File: config.mk
export PLATFORM = sky130hd
export DESIGN_NAME = odc_target_flat
export DESIGN_NICKNAME = d
export VERILOG_FILES = /design/src/odc_pkg.sv /design/src/odc_link_if.sv /design/src/odc_target.sv /design/src/flat_wrapper.sv
export SDC_FILE = /design/constraint.sdc
export NUM_CORES = 1
export LEC_CHECK = 0
export BUFFER_PORTS_ARGS = -buffer_cell sky130_fd_sc_hd__clkbuf_2
export CAP_MARGIN = 20
export CORE_ASPECT_RATIO = 1.1
export CORE_MARGIN = 2
export CORE_UTILIZATION = 40
export CTS_BUF_LIST = sky130_fd_sc_hd__clkbuf_2 sky130_fd_sc_hd__clkbuf_4 sky130_fd_sc_hd__clkbuf_8
export CTS_CLUSTER_DIAMETER = 30
export DETAILED_ROUTE_END_ITERATION = 12
export REMOVE_ABC_BUFFERS = 1
export SLEW_MARGIN = 40
export SYNTH_ARGS = -nofsm -noshare
export SYNTH_HDL_FRONTEND = slang
export SYNTH_SLANG_ARGS = --single-unit
File: constraint.sdc
create_clock -name clk -period 4.2 [get_ports clk]
set_input_delay 0.21 -clock clk [delete_from_list [all_inputs] [get_ports clk]]
set_output_delay 0.21 -clock clk [all_outputs]
set_load 0.01 [all_outputs]
File: src/odc_pkg.sv
// ****************************************************************
// ****************************************************************
package odc_pkg;
   // ****************************************************************
   // Command block layout
   // ****************************************************************
   localparam logic [7:0] ODC_OPCODE = 8'h40;       // Command operation code
   localparam int ODC_CDB_LEN = 10;                 // Command block length in bytes
   localparam int ODC_BYTE_LUN = 1;                 // Byte holding logical unit
   localparam int ODC_BYTE_SAVE = 2;                // Byte holding persist flag
   localparam int ODC_BYTE_SEL = 3;                 // Byte holding selector
   localparam int ODC_BYTE_LEN = 8;                 // Byte holding data length
   localparam int ODC_BYTE_CTL = 9;                 // Byte holding control
   localparam int ODC_LUN_MSB = 7;                  // Top bit of unit field
   localparam int ODC_LUN_LSB = 5;                  // Low bit of unit field
   localparam int ODC_SAVE_BIT = 0;                 // Persist flag position
   localparam int ODC_SEL_MSB = 6;                  // Top bit of selector field
   // ****************************************************************
   // Selector values
   // ****************************************************************
   localparam logic [6:0] ODC_SEL_KEEP = 7'h00;     // Keep current definition
   localparam logic [6:0] ODC_SEL_GEN1 = 7'h01;     // First generation
   localparam logic [6:0] ODC_SEL_CCS = 7'h02;      // Common command set
   localparam logic [6:0] ODC_SEL_GEN2 = 7'h03;     // Second generation
   localparam logic [6:0] ODC_SEL_VEND_LO = 7'h40;  // First vendor value
   localparam logic [6:0] ODC_DEF_RESET = 7'h03;    // Default definition value
   // ****************************************************************
   // Status codes and scopes
   // ****************************************************************
   localparam logic [7:0] ODC_ST_GOOD = 8'h00;      // Good status
   localparam logic [7:0] ODC_ST_CHECK = 8'h02;     // Check condition status
   localparam logic [7:0] ODC_SENSE_LEGACY = 8'h04; // Legacy zero-length sense size
   typedef enum logic [1:0] {
      ODC_SCOPE_LUN_ONE,                            // Per unit, issuing initiator
      ODC_SCOPE_TGT_ONE,                            // Whole target, issuing initiator
      ODC_SCOPE_LUN_ALL,                            // Per unit, all initiators
      ODC_SCOPE_TGT_ALL                             // Whole target, all initiators
   } odc_scope_t;

   // Legacy definitions relax the newer behaviours
   function automatic logic odc_is_legacy(input logic [6:0] def);
      odc_is_legacy = (def == ODC_SEL_GEN1) || (def == ODC_SEL_CCS);
   endfunction : odc_is_legacy
endpackage : odc_pkg

File: src/odc_link_if.sv
`timescale 1ns/10ps
// Byte-wide command link between initiator and target logic
interface odc_link_if;
   logic cmd_valid;          // Command byte strobe from initiator
   logic [7:0] cmd_byte;     // Command byte
   logic cmd_ready;          // Target takes command bytes
   logic dout_valid;         // Parameter byte strobe from initiator
   logic [7:0] dout_byte;    // Parameter byte
   logic dout_ready;         // Target takes parameter bytes
   logic status_valid;       // Status byte presented by target
   logic [7:0] status_byte;  // Status byte
   logic cc_ack;             // Acknowledge of command complete message
   modport target (input cmd_valid, cmd_byte, dout_valid, dout_byte, cc_ack,
                   output cmd_ready, dout_ready, status_valid, status_byte);
   modport initiator (output cmd_valid, cmd_byte, dout_valid, dout_byte, cc_ack,
                      input cmd_ready, dout_ready, status_valid, status_byte);
endinterface : odc_link_if

File: src/odc_target.sv
`timescale 1ns/10ps
module odc_target
   import odc_pkg::*;
#(
   parameter int NUM_INIT = 8,                           // Initiators tracked
   parameter int NUM_LUN = 8,                            // Logical units tracked
   parameter odc_scope_t SCOPE = ODC_SCOPE_TGT_ALL,      // Single scope in use
   parameter logic SAVE_SUPPORTED = 1'b1,                // Non-volatile store fitted
   parameter logic VENDOR_SUPPORTED = 1'b0               // Vendor selectors accepted
) (
   input wire logic clk,                                 // System clock
   input wire logic rst_n,                               // Async reset, active low
   odc_link_if.target link,                              // Command link
   input wire logic [2:0] init_id,                       // Issuing initiator number
   input wire logic [6:0] nv_def,                        // Stored definition value
   input wire logic nv_valid,                            // Stored value holds data
   input wire logic restore_fail,                        // Rollback could not complete
   output logic nv_write,                                // Pulse: store definition
   output logic [6:0] nv_wdata,                          // Definition to store
   output logic [6:0] cur_def,                           // Definition for issuing initiator
   output logic [NUM_INIT-1:0] ua_pending,               // Unit attention per initiator
   input wire logic [NUM_INIT-1:0] ua_clear,             // Unit attention clear per initiator
   output logic legacy_mode,                             // Legacy behaviour active
   output logic aen_enable,                              // Event notification allowed
   output logic eca_enable,                              // Extended allegiance allowed
   output logic [7:0] zero_sense_len,                    // Sense bytes for zero length
   output logic inq_features_clear                       // Inquiry feature bits cleared
);
   // ****************************************************************
   // Types and storage
   // ****************************************************************
   typedef enum {
      ST_CMD,       // Collect command bytes
      ST_DATA,      // Collect parameter bytes
      ST_STATUS,    // Present status
      ST_WAIT_ACK   // Wait for command complete acknowledge
   } odc_state_t;
   odc_state_t state_reg;                                // Sequencer state
   logic [7:0] cdb_reg [ODC_CDB_LEN];                    // Command block bytes
   logic [3:0] cnt_reg;                                  // Byte counter
   logic [7:0] len_reg;                                  // Remaining parameter bytes
   logic ok_reg;                                         // Command will succeed
   logic boot_reg;                                       // Reset load still pending
   // Definition table: one slot per initiator and unit
   logic [6:0] def_reg [NUM_INIT][NUM_LUN];
   logic [2:0] lun;                                      // Addressed unit
   logic [6:0] sel;                                      // Requested selector
   logic sel_ok;                                         // Selector is usable
   logic commit;                                         // Commit strobe
   logic cmd_good;                                       // Opcode and selector both usable
   logic [NUM_INIT-1:0] ua_set;                          // Attention sources this cycle

   assign lun = cdb_reg[ODC_BYTE_LUN][ODC_LUN_MSB:ODC_LUN_LSB];
   assign sel = cdb_reg[ODC_BYTE_SEL][ODC_SEL_MSB:0];

   // Selector check
   always_comb begin
      sel_ok = (sel <= ODC_SEL_GEN2);
      if (sel >= ODC_SEL_VEND_LO) begin
         sel_ok = VENDOR_SUPPORTED;
      end
   end

   // ****************************************************************
   // Command sequencer
   // ****************************************************************
   assign link.cmd_ready = (state_reg == ST_CMD);
   assign link.dout_ready = (state_reg == ST_DATA);
   assign link.status_valid = (state_reg == ST_STATUS);
   assign commit = (state_reg == ST_WAIT_ACK) && link.cc_ack && ok_reg;
   // Bytes 0 and 3 are stored well before the last command byte arrives
   assign cmd_good = (cdb_reg[0] == ODC_OPCODE) && sel_ok;

   always_ff @(posedge clk or negedge rst_n) begin
      if (!rst_n) begin
         state_reg <= ST_CMD;
         cnt_reg <= 4'h0;
         len_reg <= 8'h00;
         ok_reg <= 1'b0;
         link.status_byte <= ODC_ST_GOOD;
      end else begin
         case (state_reg)
            ST_CMD: begin
               if (link.cmd_valid) begin
                  cdb_reg[cnt_reg] <= link.cmd_byte;
                  if (cnt_reg == 4'(ODC_CDB_LEN - 1)) begin
                     cnt_reg <= 4'h0;
                     len_reg <= cdb_reg[ODC_BYTE_LEN];
                     // opcode and selector check, accepted in any definition
                     ok_reg <= cmd_good;
                     // bad selector reports check
                     // Set early so the byte already stands while its strobe is up
                     link.status_byte <= cmd_good ? ODC_ST_GOOD : ODC_ST_CHECK;
                     state_reg <= (cdb_reg[ODC_BYTE_LEN] == 8'h00) ? ST_STATUS : ST_DATA;
                  end else begin
                     cnt_reg <= cnt_reg + 4'h1;
                  end
               end
            end
            ST_DATA: begin
               // Parameter data is vendor specific and is only counted here
               if (link.dout_valid) begin
                  len_reg <= len_reg - 8'h01;
                  if (len_reg == 8'h01) begin
                     state_reg <= ST_STATUS;
                  end
               end
            end
            ST_STATUS: begin
               // Status byte already stands; strobe lasts one cycle
               state_reg <= ST_WAIT_ACK;
            end
            default: begin
               if (link.cc_ack) begin
                  ok_reg <= 1'b0;
                  state_reg <= ST_CMD;
               end
            end
         endcase
      end
   end

   // ****************************************************************
   // Definition table
   // ****************************************************************
   always_ff @(posedge clk or negedge rst_n) begin
      if (!rst_n) begin
         boot_reg <= 1'b1;
         for (int i = 0; i < NUM_INIT; i++) begin
            for (int j = 0; j < NUM_LUN; j++) begin
               def_reg[i][j] <= ODC_DEF_RESET;
            end
         end
      end else if (boot_reg) begin
         boot_reg <= 1'b0;
         for (int i = 0; i < NUM_INIT; i++) begin
            for (int j = 0; j < NUM_LUN; j++) begin
               def_reg[i][j] <= (SAVE_SUPPORTED && nv_valid) ? nv_def : ODC_DEF_RESET;
            end
         end
      end else if (commit && sel != ODC_SEL_KEEP) begin
         // single scope; table untouched unless committed
         for (int i = 0; i < NUM_INIT; i++) begin
            for (int j = 0; j < NUM_LUN; j++) begin
               case (SCOPE)
                  ODC_SCOPE_LUN_ONE: if (i == init_id && j == lun) def_reg[i][j] <= sel;
                  ODC_SCOPE_TGT_ONE: if (i == init_id) def_reg[i][j] <= sel;
                  ODC_SCOPE_LUN_ALL: if (j == lun) def_reg[i][j] <= sel;
                  default: def_reg[i][j] <= sel;
               endcase
            end
         end
      end
   end

   // Store request, one-cycle pulse in the cycle after commit
   always_ff @(posedge clk or negedge rst_n) begin
      if (!rst_n) begin
         nv_write <= 1'b0;
         nv_wdata <= ODC_DEF_RESET;
      end else begin
         nv_write <= commit && SAVE_SUPPORTED && cdb_reg[ODC_BYTE_SAVE][ODC_SAVE_BIT];
         nv_wdata <= (sel == ODC_SEL_KEEP) ? def_reg[init_id][lun] : sel;
      end
   end

   // ****************************************************************
   // Unit attention
   // ****************************************************************
   always_comb begin
      ua_set = '0;
      for (int i = 0; i < NUM_INIT; i++) begin
         if (commit && sel != ODC_SEL_KEEP &&
             (SCOPE == ODC_SCOPE_LUN_ALL || SCOPE == ODC_SCOPE_TGT_ALL || i == init_id)) begin
            ua_set[i] = 1'b1;
         end
         if (restore_fail && i == init_id) begin
            ua_set[i] = 1'b1;
         end
      end
   end

   // Set wins over clear so no notice is lost
   always_ff @(posedge clk or negedge rst_n) begin
      if (!rst_n) begin
         ua_pending <= '0;
      end else begin
         ua_pending <= (ua_pending & ~ua_clear) | ua_set;
      end
   end

   // ****************************************************************
   // Legacy behaviour controls
   // ****************************************************************
   always_ff @(posedge clk or negedge rst_n) begin
      if (!rst_n) begin
         cur_def <= ODC_DEF_RESET;
         legacy_mode <= 1'b0;
         aen_enable <= 1'b1;
         eca_enable <= 1'b1;
         zero_sense_len <= 8'h00;
         inq_features_clear <= 1'b0;
      end else begin
         cur_def <= def_reg[init_id][lun];
         legacy_mode <= odc_is_legacy(def_reg[init_id][lun]);
         aen_enable <= !odc_is_legacy(def_reg[init_id][lun]);
         eca_enable <= !odc_is_legacy(def_reg[init_id][lun]);
         zero_sense_len <= odc_is_legacy(def_reg[init_id][lun]) ? ODC_SENSE_LEGACY : 8'h00;
         inq_features_clear <= odc_is_legacy(def_reg[init_id][lun]);
      end
   end
endmodule : odc_target

File: src/flat_wrapper.sv
// flat-port wrapper written by rule: the top's interface ports become plain ports
module odc_target_flat import odc_pkg::*;
#(
   parameter int NUM_INIT = 8,                                                
   parameter int NUM_LUN = 8,                                                    
   parameter odc_scope_t SCOPE = ODC_SCOPE_TGT_ALL,                            
   parameter logic SAVE_SUPPORTED = 1'b1,                                            
   parameter logic VENDOR_SUPPORTED = 1'b0                                           
)
  (clk, rst_n, init_id, nv_def, nv_valid, restore_fail, nv_write, nv_wdata, cur_def, ua_pending, ua_clear, legacy_mode, aen_enable, eca_enable, zero_sense_len, inq_features_clear, link_cmd_valid, link_cmd_byte, link_dout_valid, link_dout_byte, link_cc_ack, link_cmd_ready, link_dout_ready, link_status_valid, link_status_byte);
  odc_link_if link_i ();
  input wire logic clk;
  input wire logic rst_n;
  input wire logic [2:0] init_id;
  input wire logic [6:0] nv_def;
  input wire logic nv_valid;
  input wire logic restore_fail;
  output logic nv_write;
  output logic [6:0] nv_wdata;
  output logic [6:0] cur_def;
  output logic [NUM_INIT-1:0] ua_pending;
  input wire logic [NUM_INIT-1:0] ua_clear;
  output logic legacy_mode;
  output logic aen_enable;
  output logic eca_enable;
  output logic [7:0] zero_sense_len;
  output logic inq_features_clear;
  input wire logic [$bits(link_i.cmd_valid)-1:0] link_cmd_valid;
  input wire logic [$bits(link_i.cmd_byte)-1:0] link_cmd_byte;
  input wire logic [$bits(link_i.dout_valid)-1:0] link_dout_valid;
  input wire logic [$bits(link_i.dout_byte)-1:0] link_dout_byte;
  input wire logic [$bits(link_i.cc_ack)-1:0] link_cc_ack;
  output wire logic [$bits(link_i.cmd_ready)-1:0] link_cmd_ready;
  output wire logic [$bits(link_i.dout_ready)-1:0] link_dout_ready;
  output wire logic [$bits(link_i.status_valid)-1:0] link_status_valid;
  output wire logic [$bits(link_i.status_byte)-1:0] link_status_byte;
  assign link_i.cmd_valid = link_cmd_valid;
  assign link_i.cmd_byte = link_cmd_byte;
  assign link_i.dout_valid = link_dout_valid;
  assign link_i.dout_byte = link_dout_byte;
  assign link_i.cc_ack = link_cc_ack;
  assign link_cmd_ready = link_i.cmd_ready;
  assign link_dout_ready = link_i.dout_ready;
  assign link_status_valid = link_i.status_valid;
  assign link_status_byte = link_i.status_byte;
  odc_target #(.NUM_INIT(NUM_INIT), .NUM_LUN(NUM_LUN), .SCOPE(SCOPE), .SAVE_SUPPORTED(SAVE_SUPPORTED), .VENDOR_SUPPORTED(VENDOR_SUPPORTED)) u_core (.clk(clk), .rst_n(rst_n), .link(link_i), .init_id(init_id), .nv_def(nv_def), .nv_valid(nv_valid), .restore_fail(restore_fail), .nv_write(nv_write), .nv_wdata(nv_wdata), .cur_def(cur_def), .ua_pending(ua_pending), .ua_clear(ua_clear), .legacy_mode(legacy_mode), .aen_enable(aen_enable), .eca_enable(eca_enable), .zero_sense_len(zero_sense_len), .inq_features_clear(inq_features_clear));
endmodule
==> reports/qor.txt, run 1 <==
I/O Buffers - 64
DR DRC count - 0
crit-path cells - inv_1 -> ha_1 -> nand2_1 -> or4_1 -> nor3b_2
clk_lat worst skew - 0.34 ns
Die Footprint - 8789 sq um
critical path class - flip-flop to flip-flop
post-route cell area - 3820 sq um
CP max FO - 13
Die H - 98.13 um
setup skew after layout - 0.01047 ns
Psw - 666.4 uW
Slew Limit Headroom - 0.4778
peak supply drop - 0.2321 mV
worst hold slack - -0.01623 ns
ANT nets after route - 0
layout cells sized above 1 - 0.2912
Post-DP Area - 3601 sq um
Starting Density - 0.4094
H-tree depth - 3
# IOs - 87
EDFF count, synth - 24
Mapped Cells - 268
Total Wirelength - 6267 um
hold buffers post-CTS - 0
Pwr Density - 545.3 nW/um^2
clk slew on worst S/H paths - 0.08 ns
Clock Sinks - 73
Worst R2R Start - u_core.state_reg[1]
Pint - 1416 uW
Distinct cells, synth - 47
sequential fraction of the synthesis area - 0.6074
DRT iter0 DRCs - 117
crit path DAT - 2.57 ns
worst r2r path cells - 5
worst slew pin tran - 0.7832 ns
Slowest-stage cell, CP - nor3b_2
Synth Cell Area - 3222 sq um
Post-synth top flop - dfrtp_1
setup slack, reg-to-reg - 1.62 ns
sequential power share - 0.455
Synth Warn # - 0
Max Slew Vio Count - 0
Yosys reg bits - 73
Logic pwr share - 0.253
initial antenna violation count - 0
setup TNS - 0 ns
Root Buffer - clkbuf_8
post-route clock period utilization - 0.6153
synthesis-to-finish area growth - 18.56%
RSZ-0062 raised after global routing - no
Max-Cap Viols - 0
Max clock buf depth - 2
violated checks - negative hold slack
CP delay by family, top - simple AND/OR/NAND/NOR gates
number of detailed-route iterations in the first pass - 6
RR Endpoint - u_core.cdb_reg[0][0]
max reg flops - 24
fmax - 387.0 MHz
Final GP Congestion - 0.7769
LEAKAGE - 0.001660 uW
overall routing resource usage - 0.1544
TritonCTS Buffers - 9
Switching Fraction - 0.3199
ys async rst share - 0.6712
FP Rows - 34
TritonCTS clock tree - done
final net count - 383
Buffers & Inverters on Critical Path - 1
CP startpoint kind - flip-flop
status - finished, violations left
CTS resizes - 0
WL per Instance - 13.99 um
min-delay worst type - input port to async pin
largest net degree at the start of global routing - 52
first-pass GRT wire length - 10250 um
vias per cell - 5.080
overflow left after global routing - 0
Critical Path RT - 4.19 ns
DP HPWL - 4473 um
minimum clock period - 2.584 ns
core area - 7870 sq um
die width - 89.57 um
antenna cells - 0
postcts setup bufs - 0
vias in the first global route - 2135
vias - 2276
post-synthesis area per instance - 12.02 sq um
Final Hold Viols - 8
Layout fillers - 738
Critical Path End Type - flip-flop
final setup fails - 0
Crit path largest cell delay - 0.56 ns
clock power share - 0.292
-- cell usage after synthesis (3+ instances only) --
library cell / instances / area (sq um)
o22a_1: 7 / 61.31
clkbuf_1: 7 / 26.28
nand2b_1: 8 / 50.05
ha_1: 7 / 87.58
nor2_1: 14 / 52.55
dfrtp_1: 41 / 1026
a221oi_1: 7 / 61.31
o311ai_0: 3 / 26.28
nor2b_1: 3 / 18.77
or4_1: 3 / 22.52
nor4_1: 4 / 25.02
nor3b_1: 4 / 30.03
buf_4: 17 / 127.6
o221ai_1: 6 / 52.55
a21oi_1: 12 / 60.06
and3_1: 3 / 18.77
a31oi_1: 4 / 25.02
nand2_1: 17 / 63.81
dfstp_2: 8 / 210.2
nor3_1: 5 / 25.02
edfxtp_1: 24 / 720.7
nand4_1: 3 / 18.77
o21ai_0: 7 / 35.03
inv_1: 13 / 48.80
a21o_1: 8 / 60.06
nand3_1: 3 / 15.01
nand3b_1: 4 / 30.03
or3_1: 3 / 18.77
-- cells in the final DEF, fill, tap and decap left out, drive strengths merged, types with 2 or more instances in the layout --
cell type  netlist  layout
nor4             4       4
o311ai           3       3
bufinv           0       2
o221ai           6       6
clkbuf           7      75
nor3b            4       4
nand2           17      17
or4              4       4
a211o            2       2
o22a             7       7
clkinv           0       2
dfrtp           41      41
nor2            14      14
nand3b           4       4
a31oi            4       4
and3             3       3
nand3            3       3
mux2             2       2
ha               7       7
conb             1      15
or3              3       3
o21ai            8       8
a21o             8       8
nor2b            3       3
a21oi           12      12
nor3             5       5
nand2b           8       8
a221oi           7       7
nand4            3       3
inv             13      14
xnor2            2       2
edfxtp          24      24
buf             19       4
dfstp            8       8
-- worst max-delay path by stage --
stage / end / slack (ns) / cells after the start / start
final: u_core.cdb_reg[0][0] / 1.62 / 5 / u_core.state_reg[1]
after CTS: u_core.cdb_reg[8][6] / 1.62 / 5 / u_core.state_reg[1]
after detailed placement: u_core.cdb_reg[0][6] / 1.63 / 5 / u_core.state_reg[1]
after global placement: u_core.cdb_reg[0][5] / 1.32 / 5 / u_core.state_reg[1]
after global routing: u_core.cdb_reg[8][6] / 1.45 / 5 / u_core.state_reg[1]
after floorplan: u_core.cdb_reg[0][0] / 1.61 / 5 / u_core.state_reg[1]
-- final cells by class --
| cell class | count | area [sq um] | share of cell area |
|---|---|---|---|
| Multi-Input combinational cell | 170 | 1110 | 0.2905 |
| Inverter | 13 | 48.80 | 0.01277 |
| Clock inverter | 5 | 80.08 | 0.02096 |
| Clock buffer | 11 | 138.9 | 0.03636 |
| Sequential cell | 73 | 1957 | 0.5123 |
| Timing Repair Buffer | 68 | 350.3 | 0.09171 |
| Tap cell | 108 | 135.1 | 0.03538 |
-- cell families (layout without fill, tap and decap cells) --
logic type / count (synthesis) / after routing / share of synthesized area
flops: 73 / 73 / 0.6074
xor+xnor: 3 / 3 / 0.008157
other cells: 1 / 15 / 0.001164
compound gates: 62 / 62 / 0.1433
simple gates: 81 / 81 / 0.1398
fa+ha+maj: 7 / 7 / 0.02718
buf+inv: 39 / 97 / 0.06602
mux: 2 / 2 / 0.006990
-- power by group through the flow --
stage | combinational (uW) | sequential [uW] | clock, uW
after floorplan | 387 | 942 | 0
after global placement | 521 | 956 | 0
after detailed placement | 530 | 960 | 0
after CTS | 532 | 947 | 624
after global routing | 603 | 968 | 652
final | 527 | 948 | 608
-- metrics by stage --
| step | total power [uW] | worst slack, ns | instances | hold WS, ns | utilization |
|---|---|---|---|---|---|
| 3_5_place_dp | 1490 | 1.629 | 432 | 0.3809 | 0.4576 |
| 4_1_cts | 2103 | 1.622 | 448 | 0.006419 | 0.4854 |
| 6_report | 2083 | 1.616 | 448 | -0.01623 | 0.4854 |
| 2_1_floorplan | 1329 | 1.610 | 256 | -0.08559 | - |
| 3_3_place_gp | 1477 | 1.319 | 432 | 0.3802 | 0.4569 |
| 5_1_grt | 2223 | 1.447 | 448 | 0.03663 | 0.4854 |
-- per-layer routing --
layer / global-route usage / share of wire / vias to the layer above
li1: - / - / 1096
met1: 0.2041 / 0.45 / 1096
met4: 0.07692 / 0.017 / 0
met5: 0 / 0 / -
met3: 0.03466 / 0.042 / 9
met2: 0.2364 / 0.49 / 75
Power figures use the tool's default switching activity.
==> inputs of run 2 (changes only) <==
clock period = 2.45 ns   (was 4.2 ns; I/O delays follow)
==> reports/qor.txt, run 2 (synthesized netlist as in run 1, its figures left out) <==
fmax - 449.1 MHz
post-route clock period utilization - 0.9088
min-delay worst type - input port to flip-flop
WL per Instance - 14.03 um
total power - 3568 uW
Die Footprint - 8789 sq um
setup skew after layout - 0.01074 ns
Clock Sinks - 73
clk slew on worst S/H paths - 0.08 ns
critical path class - flip-flop to flip-flop
global-route met1 utilization - 0.2175
vias in the first global route - 2215
worst slew pin tran - 0.5265 ns
I/O Buffers - 64
core area - 7870 sq um
hold path startpoint - nv_def[0]
status - finished, final reports clean
DP HPWL - 4653 um
Final Hold Viols - 0
Psw - 1193 uW
number of detailed-route iterations in the first pass - 4
DRT iter0 DRCs - 126
Die H - 98.13 um
antenna cells - 0
clk_lat worst skew - 0.35 ns
Pwr Density - 895.8 nW/um^2
Worst R2R Start - u_core.state_reg[1]
Max Slew Vio Count - 0
postcts setup bufs - 0
Post-DP Area - 3626 sq um
TritonCTS Buffers - 9
M3 GR Usage - 0.02705
overall routing resource usage - 0.1580
Critical Path RT - 2.51 ns
ANT nets after route - 0
Max clock buf depth - 2
H-tree depth - 3
vias per cell - 5.039
Root Buffer - clkbuf_8
Switching Fraction - 0.3344
overflow left after global routing - 0
Critical Path End Type - flip-flop
crit path DAT - 2.28 ns
GRT met2 Usage - 0.2387
CP max FO - 13
initial antenna violation count - 0
post-route cell area - 3983 sq um
die width - 89.57 um
vias - 2348
Logic pwr share - 0.267
commonest non-fill, non-tap cells in the layout - clkbuf_2, dfrtp_1, edfxtp_1
LEAKAGE - 0.001728 uW
CP startpoint kind - flip-flop
Max-Cap Viols - 0
clock power share - 0.278
Pint - 2375 uW
sequential power share - 0.456
most common cell after layout, fill and taps aside - clkbuf_2
first-pass GRT wire length - 10600 um
Starting Density - 0.4094
critical path startpoint - u_core.state_reg[1]
final setup fails - 0
# IOs - 87
minimum clock period - 2.227 ns
GRT Max-Usage Layer - met2
peak supply drop - 0.4161 mV
largest net degree at the start of global routing - 41
layout cells sized above 1 - 0.2905
Slew Limit Headroom - 0.6490
worst hold slack - 0.01151 ns
synthesis-to-finish area growth - 23.61%
RSZ-0062 raised after global routing - no
DR DRC count - 0
FP Rows - 34
Total Wirelength - 6536 um
final net count - 401
TritonCTS clock tree - done
Layout fillers - 712
Final GP Congestion - 0.7632
max reg flops - 24
==> run 2: final cells by class <==
cell class,instances,area [sq um],share of cell area
tap,108,135.1,0.03393
multi-input combinational,170,1109,0.2784
timing repair buffer,86,520.5,0.1307
sequential,73,1957,0.4914
clock inverter,6,75.07,0.01885
inverter,13,48.80,0.01225
clock buffer,10,137.6,0.03456
==> run 2: per-stage QoR <==
stage                     setup slack, ns  cells    util  setup TNS [ns]
after floorplan                   -0.1397    256       -          -1.117
after global placement             0.1802    436  0.4607               0
after detailed placement           0.1512    436  0.4607               0
after CTS                         0.09994    466  0.5056               0
after global routing               0.1142    466  0.5060               0
final                              0.2234    466  0.5060               0
==> run 2: worst max-delay path, stage by stage (launching register included) <==
cell     delay, ns
dfrtp_1       0.45
inv_1         0.13
ha_2          0.33
nand2_1       0.16
or4_1         0.44
nor3b_1       0.23
buf_4         0.20
==> run 2: worst paths after layout <==
path	slack (ns)	depth (start not counted)	to
max reg2reg	0.22	6	u_core.cdb_reg[0][0]
min reg2reg	0.39	0	u_core.cur_def[1]
max	0.22	6	u_core.cdb_reg[0][0]
min in group asynchronous	0.19	2	u_core.cnt_reg[1]
max in group asynchronous	1.42	3	u_core.cur_def[1]
min	0.01	3	u_core.def_reg[35]
==> run 2: repair_timing <==
item                                    in CTS  in global routing
endpoints found under the setup margin       0                  9
hold buffers                                14                  0
gates resized for setup                      0                  2
endpoints found under the hold margin       33                  0
==> run 2: power groups by stage <==
| stage | Sequential, uW | Combinational (uW) | Clock [uW] |
|---|---|---|---|
| 2_1_floorplan | 1610 | 663 | 0 |
| 3_3_place_gp | 1640 | 905 | 0 |
| 3_5_place_dp | 1650 | 931 | 0 |
| 4_1_cts | 1620 | 950 | 1010 |
| 5_1_grt | 1660 | 1070 | 1060 |
| 6_report | 1630 | 952 | 990 |
==> run 2: routing by layer <==
layer	share of wire	wire [um]
met5	0	0
met3	0.036	236
met4	0.022	144
met1	0.44	2853
met2	0.51	3302
==> inputs of run 3 (changes only) <==
CORE_ASPECT_RATIO = 1.75   (was 1.1)
CORE_UTILIZATION = 45   (was 40)
PLACE_DENSITY = 0.7   (was unset)
==> reports/qor.txt, run 3 (synthesized netlist as in run 1, its figures left out) <==
status - finished, final reports clean
LEAKAGE - 0.001710 uW
hold path cells - 3
Total Wirelength - 6447 um
crit path DAT - 2.29 ns
setup TNS - 0 ns
crit-path cells - inv_1 -> ha_1 -> nand2_1 -> or4_1 -> nor3b_1 -> buf_4
clk_lat worst skew - 0.35 ns
Max clock buf depth - 2
Die H - 115.9 um
layout cells sized above 1 - 0.2786
critical path class - flip-flop to flip-flop
DP HPWL - 4692 um
DRT iter0 DRCs - 134
Root Buffer - clkbuf_8
RSZ-0062 raised after global routing - no
I/O Buffers - 64
TritonCTS clock tree - done
initial antenna violation count - 0
Final GP Congestion - 0.8286
Starting Density - 0.4665
post-route clock period utilization - 0.9109
FP Rows - 40
Logic pwr share - 0.284
overall routing resource usage - 0.1806
Slew Limit Headroom - 0.5915
sequential power share - 0.475
Slowest-stage cell, CP - or4_1
commonest non-fill, non-tap cells in the layout - clkbuf_2, dfrtp_1, edfxtp_1
Max-Cap Viols - 0
Die Footprint - 7879 sq um
max reg flops - 24
synthesis-to-finish area growth - 21.55%
TritonCTS Buffers - 9
clock power share - 0.241
Max Slew Vio Count - 0
DR DRC count - 0
Clock Sinks - 73
Crit path largest cell delay - 0.45 ns
most common cell after layout, fill and taps aside - clkbuf_2
minimum clock period - 2.232 ns
antenna cells - 0
overflow left after global routing - 0
final net count - 402
vias per cell - 5.298
WL per Instance - 14.55 um
vias in the first global route - 2238
CP max FO - 8
# IOs - 87
fmax - 448.1 MHz
worst slew pin tran - 0.6128 ns
peak supply drop - 0.5792 mV
hold buffers post-CTS - 14
Final Hold Viols - 0
H-tree depth - 3
worst r2r path cells - 6
vias - 2347
largest net degree at the start of global routing - 49
Pwr Density - 873.9 nW/um^2
Switching Fraction - 0.3412
Psw - 1168 uW
Pint - 2255 uW
CP startpoint kind - flip-flop
core area - 6907 sq um
Critical Path RT - 2.51 ns
setup skew after layout - 0.01151 ns
Critical Path End Type - flip-flop
ANT nets after route - 0
postcts setup bufs - 0
clk slew on worst S/H paths - 0.08 ns
final setup fails - 0
number of detailed-route iterations in the first pass - 5
CTS resizes - 0
min-delay worst type - input port to flip-flop
first-pass GRT wire length - 10210 um
final core occ - 0.5670
die width - 67.96 um
[run 3: critical path: cells and delay by family, from the launching register on]
family | cells | cell delay (ns)
simple gates | 3 | 0.86
fa+ha+maj | 1 | 0.32
buf+inv | 2 | 0.32
flops | 1 | 0.44
[run 3: area by class of cell]
type                    instances  area [sq um]
clock buffers                  11         138.9
repair buffers                 87         530.5
multi-input cells             170          1105
well taps                      84         105.1
inverters                      13         48.80
clock inverters                 5         31.28
fillers                       604          2990
flip-flops and latches         73          1957
[run 3: power groups by stage]
stage	logic (uW)	registers [uW]	clock network, uW
after floorplan	663	1610	0
after global placement	931	1640	0
after detailed placement	960	1650	0
after CTS	982	1620	847
after global routing	1090	1660	909
final	972	1620	826
[run 3: worst paths after layout]
| check | start | end | slack (ns) |
|---|---|---|---|
| max | u_core.state_reg[1] | u_core.cdb_reg[0][4] | 0.22 |
| min reg2reg | u_core.def_reg[36] | u_core.cur_def[1] | 0.39 |
| min | nv_def[5] | u_core.def_reg[40] | 0.007 |
| max in group asynchronous | rst_n | u_core.ua_pending[5] | 1.53 |
| min in group asynchronous | rst_n | u_core.cnt_reg[2] | 0.11 |
| max reg2reg | u_core.state_reg[1] | u_core.cdb_reg[0][4] | 0.22 |
[run 3: metal layers]
layer	share of wire	global-route usage
met2	0.54	0.3184
met3	0.050	0.04660
met4	0.034	0.1160
met1	0.37	0.1802
met5	0	0
[run 3: stage by stage]
step / hold WS (ns) / instance area (sq um) / power (uW) / setup WS [ns] / std cells
2_1_floorplan: -0.1731 / 3110 / 2278 / -0.1397 / 256
3_3_place_gp: -0.07115 / 3596 / 2568 / 0.3168 / 412
3_5_place_dp: -0.06958 / 3596 / 2606 / 0.2528 / 412
4_1_cts: 0.001996 / 3906 / 3451 / 0.2289 / 442
5_1_grt: 0.003951 / 3916 / 3655 / 0.1045 / 443
6_report: 0.006889 / 3916 / 3423 / 0.2183 / 443
